==> config.mk <==
export PLATFORM = sky130hd
export DESIGN_NAME = row_packet_decoder
export DESIGN_NICKNAME = d
export VERILOG_FILES = /design/src/row_decoder_pkg.sv /design/src/refresh_row_counter.sv /design/src/row_packet_decoder.sv
export SDC_FILE = /design/constraint.sdc
export NUM_CORES = 1
export LEC_CHECK = 0
export ABC_AREA = 1
export BUFFER_PORTS_ARGS = -buffer_cell sky130_fd_sc_hd__buf_2
export CAP_MARGIN = 5
export CORE_MARGIN = 2
export CORE_UTILIZATION = 52
export CTS_CLUSTER_SIZE = 30
export DETAILED_ROUTE_END_ITERATION = 16
export PLACE_DENSITY = 0.78
export SLEW_MARGIN = 0
export SYNTH_ARGS = -nofsm -noshare
export SYNTH_HDL_FRONTEND = slang
export SYNTH_HIERARCHICAL = 1
export SYNTH_SLANG_ARGS = --single-unit
==> constraint.sdc <==
create_clock -name clk_i -period 2.5 [get_ports clk_i]
set_input_delay 0.25 -clock clk_i [delete_from_list [all_inputs] [get_ports clk_i]]
set_output_delay 0.25 -clock clk_i [all_outputs]
set_load 0.02 [all_outputs]
==> src/row_decoder_pkg.sv <==
`default_nettype none

package row_decoder_pkg;

  // Packet field widths
  localparam int ID_W = 5;
  localparam int DEV_W = 4;
  localparam int BANK_W = 5;
  localparam int ROW_W = 9;
  localparam int OP_W = 11;

  // Bank address that advances the refresh row
  localparam logic [4:0] TOP_BANK = 5'h1f;

  // Reset values
  localparam logic [8:0] REFRESH_ROW_RESET = 9'h000;
  localparam logic [4:0] ID_RESET = 5'h00;

  // Opcode patterns: a command matches when (op & mask) == value
  localparam logic [10:0] PRECHARGE_MASK = 11'h7c7;
  localparam logic [10:0] PRECHARGE_VAL = 11'h600;
  localparam logic [10:0] REFRESH_MASK = 11'h7f7;
  localparam logic [10:0] REFRESH_ACT_VAL = 11'h0c0;
  localparam logic [10:0] REFRESH_PRE_VAL = 11'h540;
  localparam logic [10:0] POWER_MASK = 11'h1f7;
  localparam logic [10:0] POWERDOWN_VAL = 11'h010;
  localparam logic [10:0] DOZE_VAL = 11'h020;
  localparam logic [10:0] COND_DOZE_VAL = 11'h030;
  localparam logic [10:0] MODE_MASK = 11'h00f;
  localparam logic [10:0] ATTENTION_VAL = 11'h000;
  localparam logic [10:0] STANDBY_VAL = 11'h008;
  localparam logic [10:0] TEMP_MASK = 11'h7f7;
  localparam logic [10:0] TEMP_CAL_VAL = 11'h001;
  localparam logic [10:0] TEMP_CAL_EN_VAL = 11'h002;
  localparam logic [10:0] NO_OP_VAL = 11'h000;

  // Power states, Gray coded along attention-standby-nap-powerdown
  typedef enum logic [1:0] {
    ATTENTION_ST = 2'h0,
    STANDBY_ST = 2'h1,
    DOZE_ST = 2'h3,
    POWERDOWN_ST = 2'h2
  } power_state_e;

  localparam power_state_e POWER_RESET = STANDBY_ST;

endpackage : row_decoder_pkg

`default_nettype wire

==> src/refresh_row_counter.sv <==
`default_nettype none

module refresh_row_counter (
  // Clock and reset
  input wire logic clk_i,
  input wire logic rst_n_i,
  // Advance request
  input wire logic advance_i,
  // Current refresh row
  output logic [8:0] row_o
);

  typedef struct packed {
    logic [8:0] row;
  } counter_state_s;

  counter_state_s state_reg;
  counter_state_s state_next;

  // Wraps after the last row so refresh sweeps forever
  always_comb
  begin
    state_next = state_reg;
    if (advance_i)
    begin
      state_next.row = state_reg.row + 9'h001;
    end
  end

  // State register
  always_ff @(posedge clk_i or negedge rst_n_i)
  begin
    if (!rst_n_i)
    begin
      state_reg <= '{row: row_decoder_pkg::REFRESH_ROW_RESET};
    end
    else
    begin
      state_reg <= state_next;
    end
  end

  assign row_o = state_reg.row;

endmodule : refresh_row_counter

`default_nettype wire

==> src/row_packet_decoder.sv <==
`default_nettype none

module row_packet_decoder (
  // Clock and reset
  input wire logic clk_i,
  input wire logic rst_n_i,
  // Strapped identifier, from a pin
  input wire logic [4:0] own_device_identifier_i,
  // Row packet fields
  input wire logic frame_hi_true_bit_i,
  input wire logic frame_hi_false_bit_i,
  input wire logic [3:0] packet_device_addr_i,
  input wire logic activate_select_bit_i,
  input wire logic [4:0] packet_bank_addr_i,
  input wire logic [10:0] row_field_i,
  // Condition for conditional nap
  input wire logic doze_allowed_i,
  // Packet decode results
  output logic device_match_o,
  output logic broadcast_o,
  output logic no_operation_o,
  // Bank commands
  output logic activate_o,
  output logic refresh_activate_o,
  output logic precharge_o,
  output logic refresh_precharge_o,
  output logic [4:0] bank_o,
  output logic [8:0] row_o,
  // Temperature commands
  output logic temp_calibrate_o,
  output logic temp_cal_enable_o,
  // Power management
  output logic [1:0] power_state_o,
  output logic cond_doze_request_o,
  // Refresh row counter
  output logic [8:0] refresh_row_counter_o
);

  // All module state except the refresh row, which lives in its own counter
  typedef struct packed {
    logic [4:0] id_meta;
    logic [4:0] id_sync;
    row_decoder_pkg::power_state_e pstate;
    logic match;
    logic bcast;
    logic no_op;
    logic act;
    logic ref_act;
    logic pre;
    logic ref_pre;
    logic [4:0] bank;
    logic [8:0] row;
    logic temp_calibrate_command;
    logic temp_calibrate_command_en;
    logic cond_doze;
  } decoder_state_s;

  decoder_state_s state_reg;
  decoder_state_s state_next;

  logic [8:0] refresh_row;
  logic refresh_advance;
  logic [4:0] frame_id;
  logic match_now;
  logic bcast_now;
  logic op_now;
  logic [10:0] op;
  logic is_pre;
  logic is_ref_act;
  logic is_ref_pre;
  logic is_pdn;
  logic is_doze;
  logic is_cond_doze;
  logic is_attention_state;
  logic is_standby_state;
  logic is_temp_calibrate_command;
  logic is_temp_calibrate_command_en;
  logic any_cmd;
  logic deeper_req;
  row_decoder_pkg::power_state_e deeper_state;
  row_decoder_pkg::power_state_e power_next;

  // Masked opcode compare, shared by every command
  function automatic logic op_hit(
    input logic [10:0] code,
    input logic [10:0] mask,
    input logic [10:0] value
  );
    op_hit = ((code & mask) == value);
  endfunction : op_hit

  // Refresh rows live in their own counter
  refresh_row_counter u_refresh_row_counter (
    .clk_i(clk_i),
    .rst_n_i(rst_n_i),
    .advance_i(refresh_advance),
    .row_o(refresh_row)
  );

  // Device selection from merged framing bits
  always_comb
  begin
    frame_id = {frame_hi_true_bit_i, packet_device_addr_i};
    bcast_now = frame_hi_true_bit_i && frame_hi_false_bit_i;
    if (bcast_now)
    begin
      match_now = 1'b1;
    end
    else if (frame_hi_true_bit_i || frame_hi_false_bit_i)
    begin
      match_now = (state_reg.id_sync == frame_id);
    end
    else
    begin
      match_now = 1'b0;
    end
  end

  // Opcode decode; patterns overlap on purpose so commands combine
  always_comb
  begin
    op = row_field_i;
    op_now = match_now && !activate_select_bit_i;
    is_pre = op_hit(op, row_decoder_pkg::PRECHARGE_MASK,
                    row_decoder_pkg::PRECHARGE_VAL);
    is_ref_act = op_hit(op, row_decoder_pkg::REFRESH_MASK,
                        row_decoder_pkg::REFRESH_ACT_VAL);
    is_ref_pre = op_hit(op, row_decoder_pkg::REFRESH_MASK,
                        row_decoder_pkg::REFRESH_PRE_VAL);
    is_pdn = op_hit(op, row_decoder_pkg::POWER_MASK,
                    row_decoder_pkg::POWERDOWN_VAL);
    is_doze = op_hit(op, row_decoder_pkg::POWER_MASK,
                     row_decoder_pkg::DOZE_VAL);
    is_cond_doze = op_hit(op, row_decoder_pkg::POWER_MASK,
                          row_decoder_pkg::COND_DOZE_VAL);
    is_attention_state = op_hit(op, row_decoder_pkg::MODE_MASK,
                     row_decoder_pkg::ATTENTION_VAL);
    is_standby_state = op_hit(op, row_decoder_pkg::MODE_MASK,
                     row_decoder_pkg::STANDBY_VAL);
    is_temp_calibrate_command = op_hit(op, row_decoder_pkg::TEMP_MASK,
                     row_decoder_pkg::TEMP_CAL_VAL);
    is_temp_calibrate_command_en = op_hit(op, row_decoder_pkg::TEMP_MASK,
                        row_decoder_pkg::TEMP_CAL_EN_VAL);
    // All-zero opcode would also read as attention; it is a no-op
    if (op == row_decoder_pkg::NO_OP_VAL)
    begin
      is_attention_state = 1'b0;
    end
    any_cmd = is_pre || is_ref_act || is_ref_pre || is_pdn || is_doze ||
              is_cond_doze || is_attention_state || is_standby_state || is_temp_calibrate_command || is_temp_calibrate_command_en;
  end

  // Counter steps only after the top bank has been refreshed
  assign refresh_advance = op_now && is_ref_act &&
                           (packet_bank_addr_i == row_decoder_pkg::TOP_BANK);

  // Deeper target of a combined opcode; powerdown outranks nap
  always_comb
  begin
    deeper_req = is_pdn || is_doze || (is_cond_doze && doze_allowed_i);
    if (is_pdn)
    begin
      deeper_state = row_decoder_pkg::POWERDOWN_ST;
    end
    else
    begin
      deeper_state = row_decoder_pkg::DOZE_ST;
    end
  end

  // Power state machine; a refused conditional nap falls back to standby or attention
  always_comb
  begin
    power_next = state_reg.pstate;
    if (match_now && activate_select_bit_i)
    begin
      // Activate wakes the device even when broadcast
      power_next = row_decoder_pkg::ATTENTION_ST;
    end
    else if (op_now)
    begin
      case (state_reg.pstate)
        row_decoder_pkg::ATTENTION_ST:
        begin
          // Already awake, so attention itself changes nothing
          if (deeper_req)
          begin
            power_next = deeper_state;
          end
          else if (is_standby_state)
          begin
            power_next = row_decoder_pkg::STANDBY_ST;
          end
        end
        row_decoder_pkg::STANDBY_ST,
        row_decoder_pkg::DOZE_ST,
        row_decoder_pkg::POWERDOWN_ST:
        begin
          if (deeper_req)
          begin
            power_next = deeper_state;
          end
          else if (is_standby_state)
          begin
            power_next = row_decoder_pkg::STANDBY_ST;
          end
          else if (is_attention_state && !bcast_now)
          begin
            // A broadcast must not wake every device at once
            power_next = row_decoder_pkg::ATTENTION_ST;
          end
        end
        default:
        begin
          power_next = state_reg.pstate;
        end
      endcase
    end
  end

  // Next state
  always_comb
  begin
    state_next = state_reg;
    // Identifier strap passes two flops before use
    state_next.id_meta = own_device_identifier_i;
    state_next.id_sync = state_reg.id_meta;
    // Command outputs are one-cycle pulses
    state_next.match = match_now;
    state_next.bcast = bcast_now;
    state_next.no_op = 1'b0;
    state_next.act = 1'b0;
    state_next.ref_act = 1'b0;
    state_next.pre = 1'b0;
    state_next.ref_pre = 1'b0;
    state_next.temp_calibrate_command = 1'b0;
    state_next.temp_calibrate_command_en = 1'b0;
    state_next.cond_doze = 1'b0;
    // Power moves come from the state machine above
    state_next.pstate = power_next;
    if (match_now && activate_select_bit_i)
    begin
      // Upper two row bits are reserved and ignored
      state_next.act = 1'b1;
      state_next.bank = packet_bank_addr_i;
      state_next.row = row_field_i[8:0];
    end
    else if (op_now)
    begin
      state_next.bank = packet_bank_addr_i;
      state_next.no_op = !any_cmd;
      // Every bank and temperature hit fires; power hits go through the state machine, which makes one move
      state_next.pre = is_pre || is_ref_pre;
      state_next.ref_pre = is_ref_pre;
      state_next.ref_act = is_ref_act;
      if (is_ref_act)
      begin
        state_next.row = refresh_row;
      end
      state_next.temp_calibrate_command = is_temp_calibrate_command;
      state_next.temp_calibrate_command_en = is_temp_calibrate_command_en;
      state_next.cond_doze = is_cond_doze;
    end
  end

  // State register
  always_ff @(posedge clk_i or negedge rst_n_i)
  begin
    if (!rst_n_i)
    begin
      state_reg <= '{
        id_meta: row_decoder_pkg::ID_RESET,
        id_sync: row_decoder_pkg::ID_RESET,
        pstate: row_decoder_pkg::POWER_RESET,
        match: 1'b0,
        bcast: 1'b0,
        no_op: 1'b0,
        act: 1'b0,
        ref_act: 1'b0,
        pre: 1'b0,
        ref_pre: 1'b0,
        bank: 5'h00,
        row: 9'h000,
        temp_calibrate_command: 1'b0,
        temp_calibrate_command_en: 1'b0,
        cond_doze: 1'b0
      };
    end
    else
    begin
      state_reg <= state_next;
    end
  end

  // Outputs straight from flops
  assign device_match_o = state_reg.match;
  assign broadcast_o = state_reg.bcast;
  assign no_operation_o = state_reg.no_op;
  assign activate_o = state_reg.act;
  assign refresh_activate_o = state_reg.ref_act;
  assign precharge_o = state_reg.pre;
  assign refresh_precharge_o = state_reg.ref_pre;
  assign bank_o = state_reg.bank;
  assign row_o = state_reg.row;
  assign temp_calibrate_o = state_reg.temp_calibrate_command;
  assign temp_cal_enable_o = state_reg.temp_calibrate_command_en;
  assign power_state_o = state_reg.pstate;
  assign cond_doze_request_o = state_reg.cond_doze;
  assign refresh_row_counter_o = refresh_row;

endmodule : row_packet_decoder

`default_nettype wire

==> results.toml, run 1 <==
[floorplan]
ios = 66
start_util = 0.5488
die_area_mm2 = 0.005220
die_h_um = 72.25
num_rows = 24
die_w_um = 72.25
coreArea_mm2 = 0.004414

[layout]
fin_nets = 381
final_cell_count_no_fill = 402
n_antenna_cell = 0
stdcell_area_mm2 = 0.002779
drive_gt1_frac = 0.3029
area_growth_pct = 14.72

[clocking]
ctsResizeCount = 0
clock-sinks = 45
holdBufCountCts = 0
clockBufferDepth = 2
cts-root-buf = "clkbuf_8"
htreeDepth = 2
numCtsBuffers = 5
postCtsSetupBuffers = 0
clk_pin_slew_ps = 80
worstSkewPairLatency_ps = 290
cts_tree = "done"

[worst_setup_path]
r2r_end = "u_refresh_row_counter/row_o[6]$_DFFE_PN0P_"
path_class = "reg -> reg"
cp_max_fo = 7
r2r_cells = 10
worstPathArrival_ps = 2140
r2r_slack_ps = 550
worstSetupStartpointType = "flip-flop"
timing.rr.start = "state_reg[29]$_DFF_PN0_"
crit_required_ps = 2680
cp-end-kind = "flip-flop"

[synth]
synthSimpleGateAreaFrac = 0.3481
syn_area_mm2 = 0.002422
synth_top_family_by_area = "simple AND/OR/NAND/NOR gates"
postSynthNetCount = 328
synth_area_leaders = "dfrtp_1 (45%), nand2_1 (11%), inv_1 (6.2%)"
ys_types = 29
synth_most_common_cell = "nand2_1"
synth-edff-count = 0
yosys.area.top_type = "dfrtp_1"
synth-adder-area-share = 0.005165
ys_warn_count = 6
synth_ff_type = "dfrtp_1"
syn_area_per_cell_um2 = 8.184
post-synth-top-area-fraction = 0.4545
syn_inst = 296
ys_seq_area_frac = 0.4654
synth-xor-area-share = 0.02531
synthMuxAreaShare = 0.004649
synthTopCellsByCount = "nand2_1 (72), dfrtp_1 (44), inv_1 (40)"
ys_seq_elements = 45
async_reset_ff_frac = 1.000
synth-compound-area-share = 0.01498

[placed_design]
place_congestion = 0.8330
placed_cell_area_mm2 = 0.002663
place_hpwl_um = 4035
placed_cells = 394
numPortBuffers = 65
pre_cts_slack_ps = 485.7

[global_routing]
track_usage = 0.2222
grt_overflow = 0
antenna_found_initial = 0
grt_pass1_wl_um = 8963
first_global_vias = 1982
grt_max_degree = 46

[detailed_routing]
num_vias = 2003
wl_per_cell_um = 13.10
wirelength_um = 5266
avgViaCountPerCell = 4.983
drc_errors = 0
initialDrtViolationCount = 79
first_pass_iters = 4
ant_nets = 0

[pwr]
leakage_nw = 1.595
peakVddDrop_uv = 306.8
powerDensity_mw_per_mm2 = 602.4

[job]
cap_violations = 0

[min_path]
holdPathStages = 1
min_to = "state_next[27]$_DFF_PN0_"
holdCritPathClass = "in -> reg"
hold_start = "own_device_identifier_i[1]"

[sta]
setup_viol = 0
maxSlewHeadroom = 0.3434
fin_tns_setup_ps = 0
finalHoldViolations = 0
worst_pin_slew_ps = 984.9
rsz0062_at_grt = "no"
slew_viol_final = 0
fin_crit_sh = 0.7816
fmax_mhz = 511.8
fin_skew_ps = 7.879
period_minus_slack_ps = 1954
finalWorstSetupSlack_ps = 545.9

[outcome]
outcome = "complete, no violations"
==> through the flow <==
step / hold slack (ps) / utilization / total power, W
floorplan: -45.59 / - / 0.001055
global placement: 332.8 / 0.6032 / 0.001113
detailed placement: 335.5 / 0.6032 / 0.001120
CTS: 63.97 / 0.6295 / 0.001686
global route: 59.53 / 0.6295 / 0.001747
finish: 66.26 / 0.6295 / 0.001674
==> metal layers <==
metal / track usage / up-vias / wire length, um
met4: 0.06080 / 0 / 80
met3: 0.05139 / 9 / 287
li1: - / 1007 / -
met1: 0.2852 / 929 / 2327
met5: 0 / - / 0
met2: 0.3782 / 58 / 2570
==> worst max-delay path by stage <==
stage                            start                                    endpoint  slack (ps)
6_report       state_reg[29]$_DFF_PN0_  u_refresh_row_counter/row_o[6]$_DFFE_PN0P_         550
5_1_grt        state_reg[27]$_DFF_PN0_  u_refresh_row_counter/row_o[8]$_DFFE_PN0P_         330
4_1_cts        state_reg[29]$_DFF_PN0_  u_refresh_row_counter/row_o[6]$_DFFE_PN0P_         550
3_5_place_dp            row_field_i[0]  u_refresh_row_counter/row_o[8]$_DFFE_PN0P_         490
3_3_place_gp            row_field_i[0]  u_refresh_row_counter/row_o[8]$_DFFE_PN0P_         550
2_1_floorplan  state_reg[29]$_DFF_PN0_  u_refresh_row_counter/row_o[8]$_DFFE_PN0P_         740
==> report_power, final <==
part           internal [W]  switching [W]
sequential         0.000782      0.0000272
combinational     0.0000967       0.000196
clock              0.000326       0.000245
total               0.00121       0.000469
==> critical path, cell delays in order (launching register included) <==
cell     delay, ps
dfrtp_1        380
nor2_1          90
nor2_1          50
nor2_1         130
nand3_2        140
nand2_4         80
nand2_1         80
nor3_2         380
nand4_1        210
o21ai_0        250
nand2_1         80
==> cell families after synthesis <==
logic type | after synthesis
buffers and inverters | 66
AO/OA/AOI/OAI | 7
XOR/XNOR | 7
multiplexers | 1
AND/OR/NAND/NOR | 169
flip-flops | 45
adder cells (fa/ha/maj) | 1
==> placed cells by master, fill, tap and decap left out <==
master,Yosys,routed
a21oi_1,1,1
a31oi_1,1,1
buf_2,0,65
buf_4,17,1
bufinv_16,0,1
clkbuf_1,0,1
clkbuf_8,0,6
dfrtp_1,44,44
dfstp_2,1,1
ha_1,1,1
inv_1,40,40
inv_2,6,6
mux2_2,1,1
nand2_1,72,72
nand2_2,2,2
nand2_4,3,3
nand3_1,27,27
nand3_2,3,3
nand3b_1,3,3
nand4_1,10,10
nand4_2,1,1
nor2_1,28,28
nor2_2,9,9
nor2_4,5,5
nor3_1,4,4
nor3_2,1,1
nor3_4,1,1
o21ai_0,2,2
o21ai_1,3,3
xnor2_1,2,2
xor2_1,5,5
==> cell type report <==
class                      instances  area, um2
tap                               52      65.06
timing repair buffer              66      332.8
clock inverter                     1      30.03
sequential                        45       1127
multi-input combinational        185      964.7
inverter                          46      172.7
fill                             408       1635
clock buffer                       7      86.33
(Power assumes the default switching activity.)
==> inputs of run 2 (changes only) <==
clock period = 2 ns   (was 2.5 ns; I/O delays follow)
==> run 2 against run 1 <==
  * Combinational power is 30% higher
  * Power is 32% higher
  * Worst hold slack worse by 54 ps
  * Sequential cell count stayed put
  * Global-route usage is 0.59 points higher
  * Largest power group unchanged
  * Critical path depth stayed put
  * Clock power is 45% higher
  * First-iteration DRC count is 46% higher
  * Cell count is 2.5% higher
  * Routed wire length is 2.0% higher
  * Die area stayed put
  * Largest cell class unchanged
==> results.toml, run 2 (synthesized netlist as in run 1, its figures left out) <==
[outcome]
outcome = "complete, no violations"

[worst_setup_path]
cp_common_cell = "nor2_1"
startpoint = "state_reg[27]$_DFF_PN0_"
path_buf_inv = 2
timing.rr.start = "state_reg[27]$_DFF_PN0_"
crit_path_max_incr_delay_ps = 380
crit_required_ps = 2190
r2r_slack_ps = 270
crit_chain = "nor2_1 -> nor2_1 -> nor2_1 -> nand3_2 -> nand2_4 -> nand2_1 -> nor3_2 -> buf_4 -> buf_4 -> mux2_2"
r2r_cells = 10
path_class = "reg -> reg"
cp_max_fo = 4
worstPathArrival_ps = 1930
worstSetupStartpointType = "flip-flop"
critPathTopFamily = "simple AND/OR/NAND/NOR gates"
r2r_end = "u_refresh_row_counter/row_o[1]$_DFFE_PN0P_"
cp-end-kind = "flip-flop"
slowest_stage = "dfrtp_1"

[layout]
layout_commonest_cell = "nand2_1"
area_growth_pct = 19.06
drive_gt1_frac = 0.3111
fin_nets = 391
n_antenna_cell = 0
finalCoreUtilization = 0.6533
layout_common_cells = "nand2_1 (72), buf_2 (65), dfrtp_1 (44)"

[global_routing]
use_met1 = 0.2934
grt_overflow = 0
grt_max_degree = 25
grt.busiest_layer = "met2"
first_global_vias = 2068
met3_usage = 0.04028
antenna_found_initial = 0
use_met2 = 0.3812
track_usage = 0.2281
grt_pass1_wl_um = 9225

[floorplan]
die_w_um = 72.25
coreArea_mm2 = 0.004414
start_util = 0.5488
num_rows = 24
die_h_um = 72.25
die_area_mm2 = 0.005220
ios = 66

[pwr]
p_sw_frac = 0.2761
leakage_nw = 1.650
p_clk_frac = 0.373
p_seq_frac = 0.456
switchingPower_w = 0.0006119
powerDensity_mw_per_mm2 = 768.4
combPwrFrac = 0.172
peakVddDrop_uv = 368.7
intPower_w = 0.001604

[detailed_routing]
wl_per_cell_um = 13.03
ant_nets = 0
num_vias = 2072
initialDrtViolationCount = 115
drc_errors = 0
wirelength_um = 5369
first_pass_iters = 4
avgViaCountPerCell = 5.029

[sta]
fin_crit_sh = 0.8671
fin_skew_ps = 13.31
rsz0062_at_grt = "no"
finalHoldViolations = 0
worst_pin_slew_ps = 539.9
maxSlewHeadroom = 0.6401
finalWorstSetupSlack_ps = 265.8
period_minus_slack_ps = 1734
fmax_mhz = 576.6
fin_tns_setup_ps = 0
setup_viol = 0
slew_viol_final = 0

[clocking]
numCtsBuffers = 5
cts-root-buf = "clkbuf_8"
worstSkewPairLatency_ps = 310
clk_pin_slew_ps = 80
clock-sinks = 45
clockBufferDepth = 2
htreeDepth = 2
cts_tree = "done"

[min_path]
holdCritPathClass = "in -> reg"
holdPathStages = 1
min_to = "state_next[29]$_DFF_PN0_"
hold_start = "own_device_identifier_i[3]"

[job]
cap_violations = 0

[placed_design]
pre_cts_slack_ps = 282.4
place_hpwl_um = 4046
numPortBuffers = 65
place_congestion = 0.9188
## run 2: changes by cell type in the layout (fill, tap and decap cells not counted)
cell	delta
clkbuf_8	-1
dlygate4sd3_1	+5
bufinv_16	+1
buf_4	+5
clkbuf_1	-1
clkinv_2	+1
## run 2: final cells by class
cell class / instances / area [um2]
multi-input cells: 185 / 964.7
clock buffers: 5 / 68.82
well taps: 52 / 65.06
clock inverters: 3 / 65.06
repair buffers: 76 / 420.4
inverters: 46 / 172.7
fillers: 389 / 1530
flip-flops and latches: 45 / 1127
## run 2: power groups by stage
stage / Clock [W] / Combinational, W / Sequential (W)
3_3_place_gp: 0 / 0.000365 / 0.00103
4_1_cts: 0.000830 / 0.000382 / 0.00101
3_5_place_dp: 0 / 0.000374 / 0.00103
2_1_floorplan: 0 / 0.000292 / 0.00103
6_report: 0.000826 / 0.000380 / 0.00101
5_1_grt: 0.000864 / 0.000426 / 0.00102
## run 2: repair_timing
item / CTS / global route
hold endpoints to repair: 25 / 1
resized for setup: 0 / 0
hold buffers: 4 / 1
setup endpoints to repair: 0 / 1
setup buffers: 0 / 1
## run 2: per-layer routing
metal,vias to the layer above,share of wire
met1,956,0.43
met2,66,0.48
met5,-,0
li1,1034,-
met3,16,0.056
met4,0,0.026
## run 2: worst max-delay path by stage
stage / endpoint / cells after the start
after detailed placement: u_refresh_row_counter/row_o[7]$_DFFE_PN0P_ / 13
after global routing: u_refresh_row_counter/row_o[8]$_DFFE_PN0P_ / 13
after global placement: u_refresh_row_counter/row_o[8]$_DFFE_PN0P_ / 13
final: u_refresh_row_counter/row_o[1]$_DFFE_PN0P_ / 10
after floorplan: u_refresh_row_counter/row_o[8]$_DFFE_PN0P_ / 14
after CTS: u_refresh_row_counter/row_o[7]$_DFFE_PN0P_ / 13
## run 2: metrics by stage
| step | hold slack [ps] | cell area, um2 | power (W) | instances |
|---|---|---|---|---|
| 5_1_grt | 9.915 | 2884 | 0.002308 | 412 |
| 3_5_place_dp | 226.9 | 2693 | 0.001402 | 398 |
| 3_3_place_gp | 210.0 | 2693 | 0.001391 | 398 |
| 6_report | 12.39 | 2884 | 0.002216 | 412 |
| 2_1_floorplan | -95.59 | 2422 | 0.001319 | 296 |
| 4_1_cts | 2.581 | 2867 | 0.002223 | 410 |
